### src/rtl/ombc_pkg.sv
package ombc_pkg;
  // Operating mode codes, as latched from the mode select pins
  localparam logic [2:0] MODE_SPC_SINGLE = 3'h0;
  localparam logic [2:0] MODE_EMU_NARROW = 3'h1;
  localparam logic [2:0] MODE_SPC_TEST = 3'h2;
  localparam logic [2:0] MODE_EMU_WIDE = 3'h3;
  localparam logic [2:0] MODE_NRM_SINGLE = 3'h4;
  localparam logic [2:0] MODE_NRM_NARROW = 3'h5;
  localparam logic [2:0] MODE_PERIPH = 3'h6;
  localparam logic [2:0] MODE_NRM_WIDE = 3'h7;
  localparam int MODE_W = 3;
  // Bit 2 clear marks the special modes
  localparam int MODE_NORMAL_BIT = 2;
  // Cycles after reset release before the synchronised pins are valid
  localparam logic [1:0] LATCH_DELAY = 2'h2;
  // Port E layout
  localparam int PE_W = 8;
  localparam int PE_CLK_BIT = 4;
  localparam logic [7:0] PE_PULL_SPC_SINGLE = 8'hEF;
  localparam logic [7:0] PE_PULL_OTHER = 8'h00;
  // Control bit reset values for single-chip and expanded modes
  localparam logic PE_ALT_RST_SINGLE = 1'b0;
  localparam logic PE_ALT_RST_EXP = 1'b1;
  localparam logic NO_CLK_RST_SPC_SINGLE = 1'b0;
  localparam logic NO_CLK_RST_NRM_SINGLE = 1'b1;
  localparam logic NO_CLK_RST_EXP = 1'b0;
  // Sequencer states, one-hot
  typedef enum logic [4:0] {
    ST_WAIT = 5'h01,
    ST_DEBUG = 5'h02,
    ST_VECTOR = 5'h04,
    ST_RUN = 5'h08,
    ST_PERIPH = 5'h10
  } ombc_state_t;
endpackage

### src/rtl/ombc_mode_if.sv
`timescale 1ns/1ps
interface ombc_mode_if;
  import ombc_pkg::*;
  logic [MODE_W-1:0] mode;
  logic valid;
  modport src (output mode, output valid);
  modport dst (input mode, input valid);
endinterface

### src/rtl/ombc_mode_latch.sv
`timescale 1ns/1ps
module ombc_mode_latch
  import ombc_pkg::*;
(
  // Clock and reset
  input wire logic clock_i,
  input wire logic rst_b_i,
  // Mode pins and mode bit writes
  input wire logic [MODE_W-1:0] mode_pins_i,
  input wire logic mode_wr_i,
  input wire logic [MODE_W-1:0] mode_wdata_i,
  // Latched mode
  ombc_mode_if.src mode_if
);
  logic [MODE_W-1:0] sync1_r, sync2_r, mode_r, mode_nxt;
  logic [1:0] cnt_r, cnt_nxt;
  logic valid_r, valid_nxt;

  always_comb begin
    cnt_nxt = cnt_r;
    valid_nxt = valid_r;
    mode_nxt = mode_r;
    if (!valid_r) begin
      if (cnt_r == LATCH_DELAY) begin
        mode_nxt = sync2_r;
        valid_nxt = 1'b1;
      end else begin
        cnt_nxt = cnt_r + 2'h1;
      end
    end else if (mode_wr_i && !mode_r[MODE_NORMAL_BIT]) begin
      mode_nxt = mode_wdata_i;
    end
  end

  always_ff @(posedge clock_i or negedge rst_b_i) begin
    if (!rst_b_i) begin
      sync1_r <= 3'h0;
      sync2_r <= 3'h0;
      cnt_r <= 2'h0;
      valid_r <= 1'b0;
      mode_r <= 3'h0;
    end else begin
      sync1_r <= mode_pins_i;
      sync2_r <= sync1_r;
      cnt_r <= cnt_nxt;
      valid_r <= valid_nxt;
      mode_r <= mode_nxt;
    end
  end

  assign mode_if.mode = mode_r;
  assign mode_if.valid = valid_r;

  AST_MODE_HOLD: assert property (@(posedge clock_i) disable iff (!rst_b_i)
    $past(valid_r) && $past(mode_r[MODE_NORMAL_BIT]) |-> $stable(mode_r))
    else $error("mode changed in normal mode");
endmodule // ombc_mode_latch

### src/rtl/ombc_chip_sel.sv
`timescale 1ns/1ps
module ombc_chip_sel
  import ombc_pkg::*;
(
  // Clock and reset
  input wire logic clock_i,
  input wire logic rst_b_i,
  // Mode and port K enable
  ombc_mode_if.dst mode_if,
  input wire logic emu_port_k_enable_i,
  // Current access
  input wire logic acc_valid_i,
  input wire logic acc_prog_mem_i,
  input wire logic acc_external_i,
  // Selects
  output logic emu_chip_select_n_o,
  output logic ext_chip_select_n_o
);
  logic emu_mode, emu_cs_act;
  logic emu_cs_n_r, emu_cs_n_nxt, ext_cs_n_r, ext_cs_n_nxt;

  always_comb begin
    emu_mode = mode_if.valid && (mode_if.mode == MODE_EMU_NARROW ||
      mode_if.mode == MODE_EMU_WIDE);
    emu_cs_act = emu_port_k_enable_i && emu_mode && acc_valid_i &&
      acc_prog_mem_i;
    emu_cs_n_nxt = !emu_cs_act;
    ext_cs_n_nxt = !(emu_port_k_enable_i && acc_valid_i && acc_external_i &&
      !emu_cs_act);
  end

  always_ff @(posedge clock_i or negedge rst_b_i) begin
    if (!rst_b_i) begin
      emu_cs_n_r <= 1'b1;
      ext_cs_n_r <= 1'b1;
    end else begin
      emu_cs_n_r <= emu_cs_n_nxt;
      ext_cs_n_r <= ext_cs_n_nxt;
    end
  end

  assign emu_chip_select_n_o = emu_cs_n_r;
  assign ext_chip_select_n_o = ext_cs_n_r;

  AST_CS_EXCL: assert property (@(posedge clock_i) disable iff (!rst_b_i)
    !(!emu_cs_n_r && !ext_cs_n_r))
    else $error("both chip selects active");
  AST_CS_PORTK_EN: assert property (@(posedge clock_i) disable iff (!rst_b_i)
    !emu_port_k_enable_i ##1 !$past(emu_port_k_enable_i) |->
    emu_cs_n_r && ext_cs_n_r)
    else $error("chip select active with port K disabled");
endmodule // ombc_chip_sel

### src/rtl/ombc_top.sv
`timescale 1ns/1ps
module ombc_top
  import ombc_pkg::*;
(
  // Clock and reset
  input wire logic clock_i,
  input wire logic rst_b_i,
  // Mode pins and mode bit writes
  input wire logic [MODE_W-1:0] mode_pins_i,
  input wire logic mode_wr_i,
  input wire logic [MODE_W-1:0] mode_wdata_i,
  // Debug go command from the background debug pin logic
  input wire logic debug_go_i,
  // Control bit writes
  input wire logic cfg_wr_i,
  input wire logic pipe_status_out_en_i,
  input wire logic low_strobe_out_en_i,
  input wire logic rw_out_en_i,
  input wire logic bus_clock_out_disable_i,
  input wire logic emu_port_k_enable_i,
  // Current access
  input wire logic acc_valid_i,
  input wire logic acc_prog_mem_i,
  input wire logic acc_external_i,
  // Core control
  output logic background_debug_state_o,
  output logic cpu_active_o,
  output logic fetch_vector_o,
  output logic tester_master_o,
  output logic mode_reg_access_o,
  output logic [MODE_W-1:0] mode_o,
  // Port A and B usage
  output logic ab_ext_bus_o,
  output logic ab_wide_bus_o,
  output logic ab_pull_en_o,
  output logic ab_regs_external_o,
  // Port E usage
  output logic [PE_W-1:0] pe_pull_en_o,
  output logic pipe_status_hi_en_o,
  output logic pipe_status_lo_en_o,
  output logic low_byte_strobe_en_o,
  output logic rw_en_o,
  output logic port_e4_clk_en_o,
  output logic port_e4_bus_clock_out_o,
  // Stored control bits, readback
  output logic [4:0] cfg_bits_o,
  // Port K selects
  output logic emu_chip_select_n_o,
  output logic ext_chip_select_n_o
);
  ombc_mode_if mif ();
  ombc_state_t st_r, st_nxt;
  logic pipe_r, pipe_nxt, lstr_r, lstr_nxt, rw_r, rw_nxt;
  logic noclk_r, noclk_nxt, portk_en_r, portk_en_nxt, wrdone_r, wrdone_nxt;
  logic [MODE_W-1:0] mode;
  logic single, spc_single, expanded, periph, wr_ok, latch_now;
  logic valid_q_r;
  logic dbg_nxt, run_nxt, fetch_nxt, tester_nxt, macc_nxt;
  logic ext_nxt, wide_nxt, abpull_nxt, pe4en_nxt, bclk_nxt;
  logic pipeo_nxt, lstro_nxt, rwo_nxt;
  logic [PE_W-1:0] pepull_nxt;
  logic dbg_r, run_r, fetch_r, tester_r, macc_r, ext_r, wide_r;
  logic abpull_r, pe4en_r, bclk_r, pipeo_r, lstro_r, rwo_r;
  logic [PE_W-1:0] pepull_r;

  ombc_mode_latch u_latch (
    .clock_i(clock_i),
    .rst_b_i(rst_b_i),
    .mode_pins_i(mode_pins_i),
    // no mode writes in peripheral mode
    .mode_wr_i(mode_wr_i && !periph),
    .mode_wdata_i(mode_wdata_i),
    .mode_if(mif.src)
  );

  ombc_chip_sel u_cs (
    .clock_i(clock_i),
    .rst_b_i(rst_b_i),
    .mode_if(mif.dst),
    .emu_port_k_enable_i(portk_en_r),
    .acc_valid_i(acc_valid_i),
    .acc_prog_mem_i(acc_prog_mem_i),
    .acc_external_i(acc_external_i),
    .emu_chip_select_n_o(emu_chip_select_n_o),
    .ext_chip_select_n_o(ext_chip_select_n_o)
  );

  // Mode decode
  always_comb begin
    mode = mif.mode;
    single = mode == MODE_SPC_SINGLE || mode == MODE_NRM_SINGLE;
    spc_single = mode == MODE_SPC_SINGLE;
    periph = mif.valid && mode == MODE_PERIPH;
    expanded = !single && mode != MODE_PERIPH;
    latch_now = mif.valid && !valid_q_r;
  end

  // Sequencer
  always_comb begin
    st_nxt = st_r;
    case (st_r)
      ST_WAIT: begin
        if (mif.valid) begin
          if (spc_single) begin
            st_nxt = ST_DEBUG;
          end else if (mode == MODE_PERIPH) begin
            st_nxt = ST_PERIPH;
          end else begin
            st_nxt = ST_VECTOR;
          end
        end
      end
      ST_DEBUG: begin
        if (debug_go_i) begin
          st_nxt = ST_RUN;
        end
      end
      ST_VECTOR: st_nxt = ST_RUN;
      ST_RUN: st_nxt = ST_RUN;
      ST_PERIPH: st_nxt = ST_PERIPH;
      default: st_nxt = ST_WAIT;
    endcase
  end

  always_ff @(posedge clock_i or negedge rst_b_i) begin
    if (!rst_b_i) begin
      st_r <= ST_WAIT;
    end else begin
      st_r <= st_nxt;
    end
  end

  // Control bits
  always_comb begin
    pipe_nxt = pipe_r;
    lstr_nxt = lstr_r;
    rw_nxt = rw_r;
    noclk_nxt = noclk_r;
    portk_en_nxt = portk_en_r;
    wrdone_nxt = wrdone_r;
    wr_ok = mif.valid && !periph &&
      (mode == MODE_SPC_TEST || !mode[MODE_NORMAL_BIT] || !wrdone_r);
    if (latch_now) begin
      // alternate enables reset to 0 in single chip
      pipe_nxt = single ? PE_ALT_RST_SINGLE : PE_ALT_RST_EXP;
      lstr_nxt = single ? PE_ALT_RST_SINGLE : PE_ALT_RST_EXP;
      rw_nxt = single ? PE_ALT_RST_SINGLE : PE_ALT_RST_EXP;
      // clock out in special single chip
      noclk_nxt = spc_single ? NO_CLK_RST_SPC_SINGLE :
        (single ? NO_CLK_RST_NRM_SINGLE : NO_CLK_RST_EXP);
    end else if (cfg_wr_i && wr_ok) begin
      pipe_nxt = pipe_status_out_en_i;
      lstr_nxt = low_strobe_out_en_i;
      rw_nxt = rw_out_en_i;
      noclk_nxt = bus_clock_out_disable_i;
      portk_en_nxt = emu_port_k_enable_i;
      wrdone_nxt = 1'b1;
    end
  end

  always_ff @(posedge clock_i or negedge rst_b_i) begin
    if (!rst_b_i) begin
      pipe_r <= 1'b0;
      lstr_r <= 1'b0;
      rw_r <= 1'b0;
      noclk_r <= 1'b0;
      portk_en_r <= 1'b0;
      wrdone_r <= 1'b0;
      valid_q_r <= 1'b0;
    end else begin
      pipe_r <= pipe_nxt;
      lstr_r <= lstr_nxt;
      rw_r <= rw_nxt;
      noclk_r <= noclk_nxt;
      portk_en_r <= portk_en_nxt;
      wrdone_r <= wrdone_nxt;
      valid_q_r <= mif.valid;
    end
  end

  // Pin usage, registered so every output leaves a flip-flop
  always_comb begin
    dbg_nxt = st_nxt == ST_DEBUG;
    run_nxt = st_nxt == ST_RUN || st_nxt == ST_VECTOR;
    fetch_nxt = st_nxt == ST_VECTOR;
    tester_nxt = st_nxt == ST_PERIPH;
    macc_nxt = mif.valid && mode != MODE_PERIPH;
    ext_nxt = mif.valid && expanded;
    wide_nxt = mif.valid && (mode == MODE_EMU_WIDE ||
      mode == MODE_NRM_WIDE || mode == MODE_SPC_TEST ||
      mode == MODE_PERIPH);
    abpull_nxt = 1'b0;
    // port E pulls in special single chip
    pepull_nxt = (mif.valid && spc_single) ? PE_PULL_SPC_SINGLE :
      PE_PULL_OTHER;
    pipeo_nxt = mif.valid && !single && pipe_r;
    lstro_nxt = mif.valid && !single && lstr_r;
    rwo_nxt = mif.valid && !single && rw_r;
    // bus clock while disable bit clear, except in peripheral mode
    // Wait for the loaded disable bit, else one stray pulse leaves at latch
    pe4en_nxt = valid_q_r && !periph && !noclk_r;
    // Free-running clock at half the bus rate
    bclk_nxt = pe4en_nxt ? !bclk_r : 1'b0;
  end

  always_ff @(posedge clock_i or negedge rst_b_i) begin
    if (!rst_b_i) begin
      dbg_r <= 1'b0;
      run_r <= 1'b0;
      fetch_r <= 1'b0;
      tester_r <= 1'b0;
      macc_r <= 1'b0;
      ext_r <= 1'b0;
      wide_r <= 1'b0;
      abpull_r <= 1'b0;
      pepull_r <= 8'h00;
      pipeo_r <= 1'b0;
      lstro_r <= 1'b0;
      rwo_r <= 1'b0;
      pe4en_r <= 1'b0;
      bclk_r <= 1'b0;
    end else begin
      dbg_r <= dbg_nxt;
      run_r <= run_nxt;
      fetch_r <= fetch_nxt;
      tester_r <= tester_nxt;
      macc_r <= macc_nxt;
      ext_r <= ext_nxt;
      wide_r <= wide_nxt;
      abpull_r <= abpull_nxt;
      pepull_r <= pepull_nxt;
      pipeo_r <= pipeo_nxt;
      lstro_r <= lstro_nxt;
      rwo_r <= rwo_nxt;
      pe4en_r <= pe4en_nxt;
      bclk_r <= bclk_nxt;
    end
  end

  assign background_debug_state_o = dbg_r;
  assign cpu_active_o = run_r;
  assign fetch_vector_o = fetch_r;
  assign tester_master_o = tester_r;
  assign mode_reg_access_o = macc_r;
  assign mode_o = mif.mode;
  assign ab_ext_bus_o = ext_r;
  assign ab_wide_bus_o = wide_r;
  assign ab_pull_en_o = abpull_r;
  assign ab_regs_external_o = ext_r;
  assign pe_pull_en_o = pepull_r;
  assign pipe_status_hi_en_o = pipeo_r;
  assign pipe_status_lo_en_o = pipeo_r;
  assign low_byte_strobe_en_o = lstro_r;
  assign rw_en_o = rwo_r;
  assign port_e4_clk_en_o = pe4en_r;
  assign port_e4_bus_clock_out_o = bclk_r;
  assign cfg_bits_o = {portk_en_r, noclk_r, rw_r, lstr_r, pipe_r};

  AST_DBG_NO_FETCH: assert property (@(posedge clock_i) disable iff (!rst_b_i)
    st_r == ST_DEBUG |-> !fetch_nxt && !run_nxt || debug_go_i)
    else $error("core runs during debug");
  AST_DBG_GO: assert property (@(posedge clock_i) disable iff (!rst_b_i)
    st_r == ST_DEBUG && debug_go_i |=> ##1 cpu_active_o && !fetch_vector_o)
    else $error("go command did not start core");
  AST_SINGLE_ALT: assert property (@(posedge clock_i) disable iff (!rst_b_i)
    $past(mif.valid) && $past(single) |-> !pipe_status_hi_en_o &&
    !low_byte_strobe_en_o && !rw_en_o)
    else $error("alternate port E function in single chip");
  AST_SPC_PULL: assert property (@(posedge clock_i) disable iff (!rst_b_i)
    $past(mif.valid) && $past(spc_single) |->
    pe_pull_en_o == PE_PULL_SPC_SINGLE && !ab_ext_bus_o && !ab_pull_en_o)
    else $error("wrong pin setup in special single chip");
  AST_BUS_CLK: assert property (@(posedge clock_i) disable iff (!rst_b_i)
    port_e4_clk_en_o ##1 port_e4_clk_en_o |->
    port_e4_bus_clock_out_o != $past(port_e4_bus_clock_out_o))
    else $error("bus clock output not toggling");
  AST_PERIPH: assert property (@(posedge clock_i) disable iff (!rst_b_i)
    st_r == ST_PERIPH |=> tester_master_o && !cpu_active_o &&
    !mode_reg_access_o)
    else $error("peripheral mode core or mode access active");
  AST_EXP_BUS: assert property (@(posedge clock_i) disable iff (!rst_b_i)
    $past(mif.valid) && $past(mode) == MODE_NRM_WIDE |->
    ab_ext_bus_o && ab_wide_bus_o && ab_regs_external_o)
    else $error("wide bus not enabled");
endmodule // ombc_top

### config.mk
export PLATFORM = sky130hd
export DESIGN_NAME = ombc_top
export DESIGN_NICKNAME = d
export VERILOG_FILES = /design/src/rtl/ombc_pkg.sv /design/src/rtl/ombc_mode_if.sv /design/src/rtl/ombc_mode_latch.sv /design/src/rtl/ombc_chip_sel.sv /design/src/rtl/ombc_top.sv
export SDC_FILE = /design/constraint.sdc
export NUM_CORES = 1
export LEC_CHECK = 0
export BUFFER_PORTS_ARGS = -buffer_cell sky130_fd_sc_hd__buf_2
export CORE_AREA = 5 5 64 66
export CTS_CLUSTER_DIAMETER = 80
export DETAILED_ROUTE_END_ITERATION = 7
export DIE_AREA = 0 0 69 71
export MAX_ROUTING_LAYER = met4
export PLACE_DENSITY = 0.76
export SYNTH_ARGS = -nofsm -noshare
export SYNTH_HDL_FRONTEND = slang
export SYNTH_SLANG_ARGS = --single-unit
### constraint.sdc
create_clock -name clock_i -period 2.25 [get_ports clock_i]
set_clock_uncertainty 0.15 [all_clocks]
set_input_delay 0.225 -clock clock_i [delete_from_list [all_inputs] [get_ports clock_i]]
set_output_delay 0.225 -clock clock_i [all_outputs]
set_load 0.01 [all_outputs]
# Word level (Yosys, flattened, before mapping)
# Cells that the tools add are included.
dict set report classes {
  add_sub_neg 1
  n_eq_ne 18
  mux 23
  n_bitwise 3
  n_reduce_logical 49
}
# operator count
set ops {}
lappend ops {{logical AND 1 bit} 25}
lappend ops {{two-way mux 5 bit} 4}
lappend ops {{case mux 5 bit (4 select lines)} 1}
lappend ops {{two-way mux 1 bit} 14}
lappend ops {{equality test 5 x 2 -> 1 bit, second input constant} 2}
lappend ops {{equality test 5 x 3 -> 1 bit, second input constant} 2}
lappend ops {{equality test 5 x 4 -> 1 bit, second input constant} 2}
lappend ops {{equality test 5 bit, second input constant} 2}
lappend ops {{equality test 3 bit, second input constant} 3}
lappend ops {{logical NOT 1 bit} 9}
lappend ops {{two-way mux 3 bit} 3}
lappend ops {{logical OR 1 bit} 8}
lappend ops {{two-way mux 8 bit} 1}
lappend ops {{equality test 3 x 2 -> 1 bit, second input constant} 2}
lappend ops {{AND reduction 2 bit} 3}
lappend ops {{equality test 5 x 1 -> 1 bit, second input constant} 1}
lappend ops {{nonzero test 2 bit} 2}
lappend ops {{equality test 3 x 1 -> 1 bit, second input constant} 1}
lappend ops {{logical NOT 3 bit} 1}
lappend ops {{inequality test 3 bit, second input constant} 1}
lappend ops {{NOT 1 bit} 3}
lappend ops {{adder 2 x 1 -> 2 bit, second input constant} 1}
lappend ops {{equality test 2 bit, second input constant} 1}
lappend ops {{inequality test 2 bit, second input constant} 1}
lappend ops {{OR reduction 2 bit} 1}
dict set report totals {
  regBits 46
  input_bits 19
  elab_cells 122
}

# Logic depth before layout (Yosys ltp)
dict set report depth {
  depth_word 9
  ltp_mapped 6
}

# Modules after synthesis
# Synthesis repeated with hierarchy kept, for this count alone.
dict set report hier_totals {
  hier_cells 140
  area_unflattened_um2 1726.7
}
# mod n_inst cells_per_inst area_each_um2 seq_area_each_um2
set modules_own_cells {}
lappend modules_own_cells {ombc_top 1 103 1173.6 626.9}
lappend modules_own_cells {ombc_mode_latch 1 32 476.7 300.3}
lappend modules_own_cells {ombc_chip_sel 1 5 76.3 52.6}

# Worst setup path after synthesis
# No wires, ideal clock.
dict set report synth_path {
  kind {flip-flop to flip-flop}
  start {register u_latch.mode_r[2], in the netlist u_latch.mode_if.mode[2]}
  end {register u_latch.mode_r[0], in the netlist u_latch.mode_if.mode[0]}
  setup_ns 0.125
  arrival_time_ns 1.295
  t_required_ns 1.975
  path_slack_ns 0.680
  stages_incl_launch_ff 4
  n_path_buf 0
  path_cell_list {dfrtp_1 -> and2b_2 -> a21oi_1 -> mux2_2}
}
dict set report synth_between {
  elab_chain_cells 7
  word_cells_on_any_way 8
  cone_classes {eq/ne (2); reduce/logical (6)}
}
# item line
set synth_rtl {}
lappend synth_rtl {{start: declaration} ombc_mode_latch.sv:15} ;# logic [MODE_W-1:0] sync1_r, sync2_r, mode_r, mode_nxt;
lappend synth_rtl {{start signal: assignment} ombc_mode_latch.sv:47} ;# mode_r <= mode_nxt;
lappend synth_rtl {{equality test 3 bit} ombc_top.sv:93} ;# periph = mif.valid && mode == MODE_PERIPH;
lappend synth_rtl {{logical AND 1 bit} ombc_top.sv:93}
lappend synth_rtl {{logical NOT 1 bit} ombc_top.sv:71} ;# .mode_wr_i(mode_wr_i && !periph),
lappend synth_rtl {{logical AND 1 bit} ombc_top.sv:71}
lappend synth_rtl {{logical AND 1 bit *} ombc_mode_latch.sv:30} ;# end else if (mode_wr_i && !mode_r[MODE_NORMAL_BIT]) begin
lappend synth_rtl {{inequality test 2 bit (no source line) *} n/a}
lappend synth_rtl {{AND reduction 2 bit (no source line) *} n/a}
# Mark *: on every way between the ends. The rest lies on a longest branch, timed or not.
# A chain may end at the register's enable or synchronous reset.

# Final worst setup path
dict set report layout_path {
  start {register u_latch.valid_r, in the netlist u_latch.mode_if.valid}
  end {register st_r[1]}
}
dict set report layout_between {
  elab_chain_cells 2
}
# item line
set layout_rtl {}
lappend layout_rtl {{start: declaration} ombc_mode_latch.sv:17} ;# logic valid_r, valid_nxt;
lappend layout_rtl {{start signal: assignment} ombc_mode_latch.sv:46} ;# valid_r <= valid_nxt;
lappend layout_rtl {{two-way mux 5 bit} ombc_top.sv:103} ;# if (mif.valid) begin
lappend layout_rtl {{case mux 5 bit (4 select lines)} ombc_top.sv:101} ;# case (st_r)
lappend layout_rtl {{via st_nxt[1]} ombc_top.sv:52} ;# ombc_state_t st_r, st_nxt;
lappend layout_rtl {{end signal: assignment} ombc_top.sv:129} ;# st_r <= st_nxt;
lappend layout_rtl {{end: declaration} ombc_top.sv:52}
# The timed path passes the listed nets, and every way through them passes these cells.

==> key figures <==
Timing
  • Final worst slack: 0.417 ns
  • Slew headroom: 0.459
  • Final worst path period need: 1.83 ns
  • Worst-margin pin slew: 0.812 ns
  • Hold_ws: approximately 0.046 ns
  • # setup viols final: 0
  • Fin crit share: 0.815
  • Final Max Slew Viols: 0
  • RSZ-0062 raised after global routing: false
  • Fmax: around 550 MHz
  • Final Hold Viols: 0
  • Setup TNS: 0 ns

Drt
  • Initial drt markers: 32
  • Drt pass-1 iters: 4
  • Via density: roughly 5
  • Total Wirelength: 3300 um
  • Routed WL per cell: between 10 and 15 um
  • Antenna-violating nets left: 0
  • Via count: 1180
  • DRC errors left: 0

Clock network
  • Count of hold-fix buffers inserted at cts: 10
  • Clock Latency Late Sink: 0.35 ns
  • Post_cts resized: 0
  • Max Root-Sink Buffers: 2
  • Clock sinks: 39
  • Cts bufs inserted: 5
  • Root Driver: clkbuf_4
  • H-tree lvl count: 2
  • CTS tree: yes
  • Clock slew at reported path FFs: 0.11 ns
  • Number of post-CTS setup repair buffers: 0

Synthesis
  • Post-synth cell types: 40
  • Main synth FF type: dfrtp_1
  • Yosys warning count: 0
  • Mean Syn Cell Area: 12.1 um^2
  • Synth Register Bits: 39
  • EDFF count, synth: 0
  • Synth Cell Area: 1660 um^2
  • Synth Instances: 137
  • Register area share after synthesis: 0.590
  • Asr flop ratio synth: 1.00

Place
  • Final Wtd Congestion: 0.741
  • Worst slack, placed: 0.439 ns
  • IO buf count: 49
  • Dpl hpwl: 2400 um
  • Inst Count DP: 216

Power
  • Max IR drop VDD: between 0.5 and 0.6 mV
  • P_leak: roughly 1 nW
  • Clock share of power: 0.194
  • Switching share of power: 0.350
  • Internal power: 1.62 mW
  • Power density cells: 1230 nW/um^2
  • Logic gate share of total power: 0.356
  • P_sw: 873 uW
  • Seq pwr share: 0.449

Worst setup path
  • Crit. End Element: flip-flop
  • Worst path required time: between 2 and 2.5 ns
  • Setup CP Type: flip-flop to flip-flop
  • CP arrival: 1.92 ns
  • Worst r2r path cells: 3
  • Crit path max fanout: 20
  • Worst setup SP type: flip-flop

Final layout
  • Layout cell share with drive strength beyond 1: 0.409
  • Finished Layout Cells: 234
  • Layout area overhead: 21.9%
  • Final #Nets: 205
  • Antenna diodes: 0

Flow run
  • Max Cap Viol: 0

Outcome
  • Status: complete, no violations

Global routing
  • Antenna violations before repair: 0
  • Total GRT Usage: 0.145
  • Vias in the first global route: 1178
  • Pin count of the biggest net entering global routing: 40
  • Grt ovf: 0
  • First-pass GRT wire length: about 5500 um

Min path
  • Worst min path class: primary input to flip-flop
  • Hold Path Stages: 3

Floorplan
  • Chip Width: just under 70 um
  • CORE AREA: 3520 um^2
  • Io pins: 52
  • Die height: 71 um
  • Row cnt: 22
  • Initial Util: 0.471
  • DIE AREA: 4900 um^2
==> cells by family (layout without fill, tap and decap cells) <==
kind of cell / Yosys count / after routing / synth area share
simple gates: 45 / 45 / 0.169
flops: 39 / 39 / 0.590
buf+inv: 24 / 72 / 0.0904
compound gates: 18 / 18 / 0.0829
mux: 7 / 7 / 0.0475
xor+xnor: 2 / 2 / 0.0106
fa+ha+maj: 1 / 1 / 0.00753
other cells: 1 / 2 / 0.00226
==> path summary, 6_finish.rpt <==
path / to / startpoint / slack, ns
min reg2reg: u_latch.sync2_r[1] / u_latch.sync1_r[1] / 0.22
max: st_r[1] / u_latch.mode_if.valid / 0.42
min: u_cs.emu_chip_select_n_o / acc_prog_mem_i / 0.05
max reg2reg: st_r[1] / u_latch.mode_if.valid / 0.42
min in group asynchronous: u_latch.sync1_r[1] / rst_b_i / 0.35
max in group asynchronous: ab_wide_bus_o / rst_b_i / 1.08
==> cell type report <==
type / instances / area, um^2
sequential: 39 / 980
fill: 321 / 1500
inverter: 5 / 18.8
multi-input combinational: 75 / 534
clock inverter: 2 / 35.0
timing repair buffer: 59 / 345
clock buffer: 6 / 51.3
tap: 48 / 60.1
==> power groups by stage <==
stage / Sequential [mW] / Combinational [mW] / Clock, mW
after CTS: 1.12 / 0.904 / 0.499
after global placement: 1.12 / 0.851 / 0
after floorplan: 1.15 / 0.620 / 0
after detailed placement: 1.14 / 0.886 / 0
after global routing: 1.16 / 0.987 / 0.529
final: 1.12 / 0.890 / 0.485
==> through the flow <==
step,instance area (um^2),utilization,power (mW)
after global placement,1840,0.522,1.97
after detailed placement,1840,0.522,2.02
after global routing,2020,0.575,2.67
after floorplan,1660,-,1.77
final,2020,0.575,2.50
after CTS,2020,0.575,2.52
==> placed cells by master, fill, tap and decap left out, types with 2 or more instances in the layout <==
cell type	count
nand2_1	4
clkbuf_4	5
xnor2_1	2
a31oi_1	3
o21ai_0	2
nand3b_1	3
conb_1	2
and2_1	4
and3_1	6
buf_2	49
inv_1	5
or2_2	3
dfstp_2	3
nor3b_1	2
nor2b_1	5
a221o_2	3
dfrtp_1	36
mux2_2	7
nor4_1	2
a21oi_1	2
nor2_1	6
nand2b_1	2
dlygate4sd3_1	10
==> routing by layer <==
metal	vias up	GRT usage	wire length [um]
met5	-	-	0
met2	47	0.230	1620
met3	10	0.0582	255
li1	558	-	-
met1	565	0.159	1330
met4	0	0.0672	90
==> flip-flops by register name, indices dropped and copies added, names as in the netlist, 2 cells and up <==
signal                count
u_latch.mode_if.mode      3
u_latch.cnt_r             2
st_r                      5
u_latch.sync2_r           3
u_latch.sync1_r           3
==> synthesized netlist by cell type (all sizes together), types with 2 or more instances <==
library cell	count	area share
dfrtp	36	0.54
buf	17	0.075
mux2	7	0.047
and3	6	0.023
nor2	6	0.014
inv	5	0.011
nor2b	5	0.019
and2	4	0.015
nand2	4	0.0090
a221o	3	0.020
a31oi	3	0.011
dfstp	3	0.047
nand3b	3	0.014
or2	3	0.011
a21oi	2	0.0060
and3b	2	0.011
clkbuf	2	0.0045
nand2b	2	0.0075
nor3b	2	0.0090
nor4	2	0.0075
o21ai	2	0.0060
xnor2	2	0.011
==> critical path, cell delays in order (launching register included) <==
cell and delay [ns]:
dfrtp_1 0.69, nor4b_1 0.45, a31oi_1 0.19, nor4_1 0.23
No activity file was read; power rests on OpenSTA's default activity.
